[src/shared/cca_txirq_pkg.sv]
// constants, types and register map of the assessment and transmit byte block
package cca_txirq_pkg;

  // apb geometry
  localparam int unsigned ADDR_W = 12;
  localparam int unsigned DATA_W = 32;
  localparam int unsigned IDX_W  = 10;

  // register indices; the byte address is four times the index
  localparam logic [IDX_W-1:0] IDX_TX_THR   = 10'h116;
  localparam logic [IDX_W-1:0] IDX_CCA_CTL  = 10'h118;
  localparam logic [IDX_W-1:0] IDX_PWR_THR  = 10'h120;
  localparam logic [IDX_W-1:0] IDX_LIMIT    = 10'h121;
  localparam logic [IDX_W-1:0] IDX_COMMAND  = 10'h122;
  localparam logic [IDX_W-1:0] IDX_STATUS   = 10'h123;
  localparam logic [IDX_W-1:0] IDX_FLAGS    = 10'h124;
  localparam logic [IDX_W-1:0] IDX_ENABLES  = 10'h125;
  localparam logic [IDX_W-1:0] IDX_ENERGY   = 10'h126;

  // transmit byte threshold: twelve live bits, reset to sixteen
  localparam int unsigned        THR_W   = 12;
  localparam logic [THR_W-1:0]   THR_RST = 12'h010;

  // assessment control layout and reset
  localparam int unsigned        CTL_W        = 5;
  localparam logic [CTL_W-1:0]   CTL_RST      = 5'h00;
  localparam int unsigned        CTL_CRIT_LSB = 0;
  localparam int unsigned        CTL_CEN_BIT  = 2;
  localparam int unsigned        CTL_CSEL_BIT = 3;
  localparam int unsigned        CTL_RXEN_BIT = 4;

  // command register bits, write one to act
  localparam int unsigned CMD_START_BIT = 0;
  localparam int unsigned CMD_STOP_BIT  = 1;

  // event flag and enable layout
  localparam int unsigned      FLG_W       = 5;
  localparam int unsigned      FLG_TX      = 0;
  localparam int unsigned      FLG_DONE    = 1;
  localparam int unsigned      FLG_CLR     = 2;
  localparam int unsigned      FLG_LIMIT   = 3;
  localparam int unsigned      FLG_RXSTART = 4;
  localparam logic [FLG_W-1:0] FLG_RST     = 5'h00;

  // power, limit and counter widths with resets
  localparam int unsigned        PWR_W     = 8;
  localparam logic [PWR_W-1:0]   PWR_RST   = 8'h00;
  localparam logic [PWR_W-1:0]   LIMIT_RST = 8'h00;
  localparam logic [THR_W-1:0]   CNT_ONE   = 12'h001;
  localparam logic [PWR_W-1:0]   REP_ONE   = 8'h01;

  // detection criterion
  typedef enum logic [1:0] {
    CRIT_POWER   = 2'h0,
    CRIT_CARRIER = 2'h1,
    CRIT_OR      = 2'h2,
    CRIT_AND     = 2'h3
  } crit_t;

  // assessment sequencer, one-hot
  typedef enum logic [2:0] {
    ST_IDLE    = 3'h1,
    ST_ASSESS  = 3'h2,
    ST_RECEIVE = 3'h4
  } cca_state_t;
  localparam int unsigned ASSESS_IX  = 1;
  localparam int unsigned RECEIVE_IX = 2;

  // indications from the rf front end
  typedef struct packed {
    logic [PWR_W-1:0] power;
    logic             power_valid;
    logic             carrier;
    logic             sig_detect;
    logic             rx_cancel;
    logic             rx_done;
    logic             tx_byte;
    logic             tx_start;
    logic             tx_end;
  } fe_in_t;

  // channel busy verdict for a criterion
  function automatic logic chan_busy(input crit_t crit, input logic pwr_hi, input logic carrier);
    logic b;
    b = 1'b0;
    unique case (crit)
      CRIT_POWER:   b = pwr_hi;
      CRIT_CARRIER: b = carrier;
      CRIT_OR:      b = pwr_hi | carrier;
      CRIT_AND:     b = pwr_hi & carrier;
    endcase
    return b;
  endfunction

endpackage

[src/core/cca_txirq.sv]
// channel assessment control and transmit byte count comparator
//
// How it works
// [RQ1] flag when moved byte count equals threshold
// [RQ2] new threshold applies after old one fires
// [RQ3] software writes zero to threshold bits 15:12
// [RQ4] threshold resets to sixteen bytes
// [RQ5] criterion zero compares power against threshold
// [RQ6] criterion one uses carrier sense only
// [RQ7] criterion two ors, three ands both
// [RQ8] continuous mode repeats, refreshes verdict and energy
// [RQ9] stop command or clear channel ends assessment
// [RQ10] software uses continuation only with power criterion
// [RQ11] software keeps continuation apart from other modes
// [RQ12] count select stops at the repetition limit
// [RQ13] signal during assessment switches to reception
// [RQ14] software avoids mixing mid reception modes
// [RQ15] mid reception start raises completion flag
// [RQ16] cancelled reception flags and returns idle
// [RQ17] control holds receive, select, enable, criterion
// [RQ18] control register resets to zero
// [RQ19] flags set only when enabled
// [RQ20] byte counter clears at each frame start
//
// The APB slave port is this design's own decision.
`timescale 1ns/10ps
module cca_txirq (
  // clock and reset
  input  wire logic                                sys_clk_i,
  input  wire logic                                sys_rst_i,
  // apb slave
  input  wire logic                                psel_i,
  input  wire logic                                penable_i,
  input  wire logic                                pwrite_i,
  input  wire logic [cca_txirq_pkg::ADDR_W-1:0]    paddr_i,
  input  wire logic [cca_txirq_pkg::DATA_W-1:0]    pwdata_i,
  output logic      [cca_txirq_pkg::DATA_W-1:0]    prdata_o,
  output logic                                     pready_o,
  output logic                                     pslverr_o,
  // rf front end
  input  wire cca_txirq_pkg::fe_in_t               fe_i,
  // status toward the rest of the baseband
  output logic      [cca_txirq_pkg::FLG_W-1:0]     flags_o,
  output logic                                     cca_active_o,
  output logic                                     rx_active_o,
  output logic                                     channel_busy_o
);

  // synchronised front end and previous sample for edges
  cca_txirq_pkg::fe_in_t fe_s;
  cca_txirq_pkg::fe_in_t fe_p_q;

  fe_sync #(
    .W ($bits(cca_txirq_pkg::fe_in_t))
  ) u_fe_sync (
    .sys_clk_i (sys_clk_i),
    .sys_rst_i (sys_rst_i),
    .d_i       (fe_i),
    .q_o       (fe_s)
  );

  always_ff @(posedge sys_clk_i or posedge sys_rst_i) begin
    if (sys_rst_i) begin
      fe_p_q <= '0;
    end else begin
      fe_p_q <= fe_s;
    end
  end

  // rising edges of the synchronised indications
  wire ed_evt     = fe_s.power_valid & ~fe_p_q.power_valid;
  wire sig_evt    = fe_s.sig_detect  & ~fe_p_q.sig_detect;
  wire cancel_evt = fe_s.rx_cancel   & ~fe_p_q.rx_cancel;
  wire done_evt   = fe_s.rx_done     & ~fe_p_q.rx_done;
  wire byte_evt   = fe_s.tx_byte     & ~fe_p_q.tx_byte;
  wire start_evt  = fe_s.tx_start    & ~fe_p_q.tx_start;
  wire end_evt    = fe_s.tx_end      & ~fe_p_q.tx_end;

  // registers
  logic [cca_txirq_pkg::THR_W-1:0] thr_q;
  logic [cca_txirq_pkg::CTL_W-1:0] ctl_q;
  logic [cca_txirq_pkg::PWR_W-1:0] pthr_q;
  logic [cca_txirq_pkg::PWR_W-1:0] limit_q;
  logic [cca_txirq_pkg::FLG_W-1:0] en_q;
  logic [cca_txirq_pkg::FLG_W-1:0] flags_q;
  logic [cca_txirq_pkg::FLG_W-1:0] flags_d;
  logic                            pready_q;
  logic                            pslverr_q;
  logic [cca_txirq_pkg::DATA_W-1:0] prdata_q;

  // apb decode
  wire [cca_txirq_pkg::IDX_W-1:0] idx = paddr_i[cca_txirq_pkg::ADDR_W-1:2];
  wire aligned   = (paddr_i[1:0] == 2'h0);
  wire hit_thr   = aligned & (idx == cca_txirq_pkg::IDX_TX_THR);
  wire hit_ctl   = aligned & (idx == cca_txirq_pkg::IDX_CCA_CTL);
  wire hit_pthr  = aligned & (idx == cca_txirq_pkg::IDX_PWR_THR);
  wire hit_limit = aligned & (idx == cca_txirq_pkg::IDX_LIMIT);
  wire hit_cmd   = aligned & (idx == cca_txirq_pkg::IDX_COMMAND);
  wire hit_stat  = aligned & (idx == cca_txirq_pkg::IDX_STATUS);
  wire hit_flags = aligned & (idx == cca_txirq_pkg::IDX_FLAGS);
  wire hit_en    = aligned & (idx == cca_txirq_pkg::IDX_ENABLES);
  wire hit_nrg   = aligned & (idx == cca_txirq_pkg::IDX_ENERGY);
  wire mapped    = hit_thr | hit_ctl | hit_pthr | hit_limit | hit_cmd
                 | hit_stat | hit_flags | hit_en | hit_nrg;
  wire setup     = psel_i & ~penable_i;
  wire wr_fire   = psel_i & penable_i & pready_q & pwrite_i & mapped;

  // command strobes
  wire start_cmd = wr_fire & hit_cmd & pwdata_i[cca_txirq_pkg::CMD_START_BIT];
  wire stop_cmd  = wr_fire & hit_cmd & pwdata_i[cca_txirq_pkg::CMD_STOP_BIT];

  // control fields
  wire cca_txirq_pkg::crit_t crit = cca_txirq_pkg::crit_t'(ctl_q[cca_txirq_pkg::CTL_CRIT_LSB +: 2]);
  wire cont = ctl_q[cca_txirq_pkg::CTL_CEN_BIT];   // RQ17
  wire csel = ctl_q[cca_txirq_pkg::CTL_CSEL_BIT];  // RQ17
  wire rxen = ctl_q[cca_txirq_pkg::CTL_RXEN_BIT];  // RQ17

  // transmit byte comparator state
  logic [cca_txirq_pkg::THR_W-1:0] byte_cnt_q;
  logic [cca_txirq_pkg::THR_W-1:0] act_thr_q;
  logic                            tx_busy_q;
  wire  [cca_txirq_pkg::THR_W-1:0] cnt_inc = byte_cnt_q + cca_txirq_pkg::CNT_ONE;
  wire  tx_fire = byte_evt & tx_busy_q & (cnt_inc == act_thr_q);  // RQ1

  // assessment state
  cca_txirq_pkg::cca_state_t       state_q;
  cca_txirq_pkg::cca_state_t       state_d;
  logic [cca_txirq_pkg::PWR_W-1:0] rep_q;
  logic                            judge_q;
  logic [cca_txirq_pkg::PWR_W-1:0] ed1_q;
  logic [cca_txirq_pkg::PWR_W-1:0] ed2_q;

  // channel verdict under the selected criterion
  wire pwr_hi  = (fe_s.power >= pthr_q);                                  // RQ5
  wire busy_w  = cca_txirq_pkg::chan_busy(crit, pwr_hi, fe_s.carrier);   // RQ6 RQ7
  wire [cca_txirq_pkg::PWR_W-1:0] rep_inc = rep_q + cca_txirq_pkg::REP_ONE;

  // decisions taken while assessing or receiving
  wire in_assess  = (state_q == cca_txirq_pkg::ST_ASSESS);
  wire in_receive = (state_q == cca_txirq_pkg::ST_RECEIVE);
  wire pass_end   = in_assess & ed_evt & ~stop_cmd;
  wire mid_go     = in_assess & ~stop_cmd & rxen & sig_evt;               // RQ13
  wire limit_hit  = cont & csel & (rep_inc >= limit_q);                   // RQ12
  wire pass_stop  = pass_end & ~mid_go & (~cont | ~busy_w | limit_hit);   // RQ8 RQ9
  wire rx_cancel  = in_receive & cancel_evt;

  // events that may raise a flag
  wire [cca_txirq_pkg::FLG_W-1:0] ev;
  assign ev[cca_txirq_pkg::FLG_TX]      = tx_fire;
  assign ev[cca_txirq_pkg::FLG_DONE]    = pass_stop | mid_go;              // RQ15
  assign ev[cca_txirq_pkg::FLG_CLR]     = (pass_stop & ~busy_w) | rx_cancel;  // RQ16
  assign ev[cca_txirq_pkg::FLG_LIMIT]   = pass_stop & busy_w & limit_hit;
  assign ev[cca_txirq_pkg::FLG_RXSTART] = mid_go;

  // sticky flags, write one to clear, a new event beats the clear
  wire [cca_txirq_pkg::FLG_W-1:0] clr = (wr_fire & hit_flags) ? pwdata_i[cca_txirq_pkg::FLG_W-1:0]
                                                              : cca_txirq_pkg::FLG_RST;
  assign flags_d = (flags_q & ~clr) | (ev & en_q);  // RQ19

  // sequencer next state
  always_comb begin
    state_d = state_q;
    unique case (state_q)
      cca_txirq_pkg::ST_IDLE: begin
        if (start_cmd) begin
          state_d = cca_txirq_pkg::ST_ASSESS;
        end
      end
      cca_txirq_pkg::ST_ASSESS: begin
        if (stop_cmd) begin
          state_d = cca_txirq_pkg::ST_IDLE;     // RQ9
        end else if (mid_go) begin
          state_d = cca_txirq_pkg::ST_RECEIVE;  // RQ13
        end else if (pass_stop) begin
          state_d = cca_txirq_pkg::ST_IDLE;     // RQ9 RQ12
        end
      end
      cca_txirq_pkg::ST_RECEIVE: begin
        if (stop_cmd | cancel_evt | done_evt) begin
          state_d = cca_txirq_pkg::ST_IDLE;     // RQ16
        end
      end
      default: state_d = cca_txirq_pkg::ST_IDLE;
    endcase
  end

  // read data selection
  logic [cca_txirq_pkg::DATA_W-1:0] rd_data;
  always_comb begin
    rd_data = '0;
    if (hit_thr) begin
      rd_data = {20'h00000, thr_q};
    end else if (hit_ctl) begin
      rd_data = {27'h0000000, ctl_q};
    end else if (hit_pthr) begin
      rd_data = {24'h000000, pthr_q};
    end else if (hit_limit) begin
      rd_data = {24'h000000, limit_q};
    end else if (hit_stat) begin
      // tx count, repetitions, tx busy, receive, assess, verdict
      rd_data = {4'h0, byte_cnt_q, rep_q, 4'h0, tx_busy_q, rx_active_o, cca_active_o, judge_q};
    end else if (hit_flags) begin
      rd_data = {27'h0000000, flags_q};
    end else if (hit_en) begin
      rd_data = {27'h0000000, en_q};
    end else if (hit_nrg) begin
      rd_data = {16'h0000, ed2_q, ed1_q};
    end
  end

  // apb answer: ready in the access phase after every setup
  always_ff @(posedge sys_clk_i or posedge sys_rst_i) begin
    if (sys_rst_i) begin
      pready_q  <= 1'b0;
      pslverr_q <= 1'b0;
      prdata_q  <= '0;
    end else begin
      pready_q  <= setup;
      pslverr_q <= setup & ~mapped;
      prdata_q  <= (setup & ~pwrite_i) ? rd_data : '0;
    end
  end

  // software written registers
  always_ff @(posedge sys_clk_i or posedge sys_rst_i) begin
    if (sys_rst_i) begin
      thr_q   <= cca_txirq_pkg::THR_RST;    // RQ4
      ctl_q   <= cca_txirq_pkg::CTL_RST;    // RQ18
      pthr_q  <= cca_txirq_pkg::PWR_RST;
      limit_q <= cca_txirq_pkg::LIMIT_RST;
      en_q    <= cca_txirq_pkg::FLG_RST;
      flags_q <= cca_txirq_pkg::FLG_RST;
    end else begin
      if (wr_fire & hit_thr) thr_q <= pwdata_i[cca_txirq_pkg::THR_W-1:0];
      if (wr_fire & hit_ctl) ctl_q <= pwdata_i[cca_txirq_pkg::CTL_W-1:0];
      if (wr_fire & hit_pthr) pthr_q <= pwdata_i[cca_txirq_pkg::PWR_W-1:0];
      if (wr_fire & hit_limit) limit_q <= pwdata_i[cca_txirq_pkg::PWR_W-1:0];
      if (wr_fire & hit_en) en_q <= pwdata_i[cca_txirq_pkg::FLG_W-1:0];
      flags_q <= flags_d;
    end
  end

  // byte counter per frame and the threshold in force
  always_ff @(posedge sys_clk_i or posedge sys_rst_i) begin
    if (sys_rst_i) begin
      byte_cnt_q <= '0;
      tx_busy_q  <= 1'b0;
      act_thr_q  <= cca_txirq_pkg::THR_RST;
    end else begin
      if (start_evt) begin
        byte_cnt_q <= '0;      // RQ20
      end else if (byte_evt) begin
        byte_cnt_q <= cnt_inc;
      end
      if (start_evt) begin
        tx_busy_q <= 1'b1;
      end else if (end_evt) begin
        tx_busy_q <= 1'b0;
      end
      if (~tx_busy_q | tx_fire) begin
        act_thr_q <= thr_q;    // RQ2
      end
    end
  end

  // sequencer, repetition count, verdict and energy results
  always_ff @(posedge sys_clk_i or posedge sys_rst_i) begin
    if (sys_rst_i) begin
      state_q <= cca_txirq_pkg::ST_IDLE;
      rep_q   <= '0;
      judge_q <= 1'b0;
      ed1_q   <= cca_txirq_pkg::PWR_RST;
      ed2_q   <= cca_txirq_pkg::PWR_RST;
    end else begin
      state_q <= state_d;
      if (start_cmd & ~in_assess) begin
        rep_q <= '0;
        ed2_q <= cca_txirq_pkg::PWR_RST;
      end else if (pass_end) begin
        rep_q   <= rep_inc;
        judge_q <= busy_w;                                    // RQ8
        ed1_q   <= fe_s.power;                                // RQ8
        ed2_q   <= (fe_s.power > ed2_q) ? fe_s.power : ed2_q; // RQ8
      end
    end
  end

  // outputs, all from flip-flops
  assign prdata_o       = prdata_q;
  assign pready_o       = pready_q;
  assign pslverr_o      = pslverr_q;
  assign flags_o        = flags_q;
  assign cca_active_o   = state_q[cca_txirq_pkg::ASSESS_IX];
  assign rx_active_o    = state_q[cca_txirq_pkg::RECEIVE_IX];
  assign channel_busy_o = judge_q;
endmodule

[src/core/fe_sync.sv]
// two flip-flop synchroniser for the front end indications
`timescale 1ns/10ps
module fe_sync #(
  parameter int unsigned W = 1
) (
  // clock and reset
  input  wire logic         sys_clk_i,
  input  wire logic         sys_rst_i,
  // data
  input  wire logic [W-1:0] d_i,
  output logic      [W-1:0] q_o
);

  logic [W-1:0] meta_q;

  // first stage feeds only the second
  always_ff @(posedge sys_clk_i or posedge sys_rst_i) begin
    if (sys_rst_i) begin
      meta_q <= '0;
      q_o    <= '0;
    end else begin
      meta_q <= d_i;
      q_o    <= meta_q;
    end
  end

endmodule

[config.mk]
export PLATFORM = sky130hd
export DESIGN_NAME = cca_txirq
export DESIGN_NICKNAME = d
export VERILOG_FILES = /design/src/shared/cca_txirq_pkg.sv /design/src/core/cca_txirq.sv /design/src/core/fe_sync.sv
export SDC_FILE = /design/constraint.sdc
export NUM_CORES = 1
export LEC_CHECK = 0
export ABC_AREA = 1
export ABC_CLOCK_PERIOD_IN_PS = 7700
export BUFFER_PORTS_ARGS = -buffer_cell sky130_fd_sc_hd__buf_2
export CAP_MARGIN = 15
export CORE_UTILIZATION = 40
export CTS_CLUSTER_SIZE = 20
export DETAILED_ROUTE_END_ITERATION = 10
export REMOVE_ABC_BUFFERS = 1
export SYNTH_ARGS = -nofsm -noshare
export SYNTH_HDL_FRONTEND = slang
export SYNTH_SLANG_ARGS = --single-unit
[constraint.sdc]
create_clock -name sys_clk_i -period 7.7 [get_ports sys_clk_i]
set_input_delay 0 -clock sys_clk_i [delete_from_list [all_inputs] [get_ports sys_clk_i]]
set_output_delay 0 -clock sys_clk_i [all_outputs]
set_load 0.01 [all_outputs]
==> results.sh <==
export IMPL_coreArea_um2=18890
export IMPL_crit_arrival_ns=3.32
export IMPL_drive_above_1_share_pct=15.16
export IMPL_grt_usage_pct=19.34
export IMPL_run_status="finished, final reports clean"
export IMPL_cts_resized=0
export IMPL_rows=50
export IMPL_grt_pass1_wl_mm=29.93
export IMPL_utilization_pct=49.47
export IMPL_path_class="flop to flop"
export IMPL_leakagePower_nw=4.853
export IMPL_synth_cell_types=44
export IMPL_layout_commonest_cell="nand2_1"
export IMPL_async_flop_share_pct=100.0
export IMPL_p_int_mw=1.496
export IMPL_start_util_pct=41.33
export IMPL_die_h_um=141.7
export IMPL_wirelength_mm=18.21
export IMPL_period_needed_ns=3.010
export IMPL_syn_to_final_growth_pct=19.69
export IMPL_viasPerCell=4.843
export IMPL_cts_root_buf="clkbuf_16"
export IMPL_ys_warn_count=0
export IMPL_relSlewSlack_pct=28.73
export IMPL_combinationalPowerShare_pct=10.3
export IMPL_synth_ff_type="dfrtp_1"
export IMPL_drc=0
export IMPL_gp_congestion=0.8542
export IMPL_routedWlPerCell_um=14.13
export IMPL_die_x_um=141.7
export IMPL_fin_setup_tns_ns=0
export IMPL_ys_seq_area_share_pct=52.92
export IMPL_period_share_pct=39.09
export IMPL_netlist_instances=901
export IMPL_port_buffers=82
export IMPL_finalPower_mw=2.024
export IMPL_clock_skew_ns=0.01324
export IMPL_grt_ovfl_total=0
export IMPL_post_dp_hpwl_mm=13.41
export IMPL_place_area_um2=8426
export IMPL_clock_power_share_pct=42.7
export IMPL_switching_share_pct=26.10
export IMPL_postLayoutCellArea_um2=9346
export IMPL_crit_path_top_delay_cell="inv_1"
export IMPL_fin_cells=1289
export IMPL_cp_cell_sequence="inv_1, nor3_1, nand3_1, inv_1, nand2_1, nand2_1, o21ai_1"
export IMPL_maxSlewViolCount=0
export IMPL_setup_violations=0
export IMPL_timing_final_ws_setup_ns=4.690
export IMPL_critPathLaunchType="flop"
export IMPL_cp_max_fo=24
export IMPL_fmax_mhz=332.2
export IMPL_routed_via_count=6242
export IMPL_dp_cells=1225
export IMPL_cts_buffers=17
export IMPL_rsz0062_at_grt="no"
export IMPL_ant_nets=0
export IMPL_synth_area_um2=7809
export IMPL_clk_pin_slew_ns=0.07
export IMPL_drt_iter0_drc=332
export IMPL_holdWs_ns=0.09972
export IMPL_cts_tree="done"
export IMPL_antennaDiodeCount=0
export IMPL_vdd_drop_max_mv=0.1628
export IMPL_num_nets_final=1107
export IMPL_synth_seq_cells=165
export IMPL_switchingPower_uw=528.4
export IMPL_first_global_vias=5924
export IMPL_final_cell_mix="216 x nand2_1, 162 x dfrtp_1, 138 x inv_1, 82 x buf_2, 55 x nand3_1"
export IMPL_htreeDepth=4
export IMPL_antenna_found_initial=0
export IMPL_synth_edf_count=0
export IMPL_tightest_slew_ns=1.066
export IMPL_crit_required_ns=8.01
export IMPL_cts_setup_buffers=0
export IMPL_pre_cts_slack_ns=4.733
export IMPL_end_kind="flop"
export IMPL_grt_max_degree=108
export IMPL_cts_buffer_depth=2
export IMPL_synth_area_per_cell_um2=8.667
export IMPL_hold_violations=0
export IMPL_die_area_um2=20080
export IMPL_clk_latency_ns=0.44
export IMPL_hold_path_class="input pin to flop"
export IMPL_power_per_cell_area_nw_per_um2=216.6
export IMPL_cts_sinks=165
export IMPL_slowest_delay_ns=0.81
export IMPL_p_seq_share_pct=47.0
export IMPL_dr_pass1_iters=5
export IMPL_boundaryPins=107
export IMPL_maxCapViolCount=0
==> cell type report <==
cell class / count / area [um2]
Clock buffer: 20 / 456.7
Multi-Input combinational cell: 565 / 2974
Clock inverter: 12 / 143.9
Inverter: 152 / 575.6
Fill cell: 1838 / 9547
Tap cell: 260 / 325.3
Timing Repair Buffer: 115 / 738.2
Sequential cell: 165 / 4133
==> final timing paths <==
check	cells past startpoint	slack (ns)	start	endpoint
max in group asynchronous	4	6.05	sys_rst_i	state_q[2]
hold / removal	6	0.1	psel_i	state_q[0]
setup / recovery	7	4.69	state_q[1]	ed2_q[2]
min in group asynchronous	3	0.34	sys_rst_i	prdata_o[17]
setup reg to reg	7	4.69	state_q[1]	ed2_q[2]
hold reg to reg	0	0.35	u_fe_sync.meta_q[9]	u_fe_sync.q_o[9]
==> sequential cells by signal, summed over array words and instances (netlist names), 12 cells and up <==
signal / cells
thr_q: 12
act_thr_q: 12
u_fe_sync.meta_q: 16
u_fe_sync.q_o: 16
byte_cnt_q: 12
prdata_o: 28
==> cells by family after synthesis <==
kind of cell	synth area share (%)
AND/OR/NAND/NOR	21.12
buffers and inverters	9.133
flip-flops	52.92
AO/OA/AOI/OAI	10.50
adder cells (fa/ha/maj)	4.166
XOR/XNOR	2.115
other	0.04802
==> synthesized netlist by cell type (2+ instances only) <==
cell type  number  share of area, %
nand2_1       216                10
dfrtp_1       162                52
inv_1         139               6.7
nand3_1        55               3.5
o21ai_1        47               3.0
nor2_1         40               1.9
o21ai_0        34               2.2
ha_1           26               4.2
a21oi_1        25               1.6
nor3_1         23               1.5
o22ai_1        14               1.1
inv_2          12              0.58
xor2_1         12               1.3
nor2_2          9              0.72
o211ai_1        9              0.87
a32o_1          6              0.77
clkbuf_1        6              0.29
nand4_1         6              0.48
nor2_4          6              0.87
buf_2           5              0.32
buf_4           5              0.48
nand2_2         5              0.40
xnor2_1         5              0.56
a221oi_1        3              0.34
buf_6           3              0.43
dfstp_2         3               1.0
nor4_1          3              0.24
or2_0           3              0.24
nand2_4         2              0.29
nand3_2         2              0.26
nand3b_1        2              0.19
==> timing repair <==
item / CTS / global route
endpoints found under the setup margin: 0 / 0
hold buffers: 32 / 0
endpoints found under the hold margin: 154 / 0
==> power groups by stage <==
stage	registers [mW]	clock network [mW]	logic, mW
after global routing	0.956	0.915	0.246
after global placement	0.966	0	0.194
final	0.952	0.863	0.209
after CTS	0.951	0.880	0.212
after detailed placement	0.967	0	0.198
after floorplan	0.959	0	0.138
==> worst max-delay path: cells and delay by family, from the launching register on <==
family | cells | cell delay (ns)
DFF | 1 | 0.42
buffers and inverters | 2 | 0.89
AOI/OAI and AO/OA | 1 | 0.10
and+or+nand+nor | 4 | 1.45
==> metal layers <==
metal | up-vias | track usage (%) | wire [um]
met4 | 0 | 5.603 | 244
met2 | 131 | 32.82 | 8926
met1 | 2971 | 25.22 | 8373
met5 | - | 0 | 0
li1 | 3122 | - | -
met3 | 18 | 3.510 | 669
(Power assumes the default switching activity.)
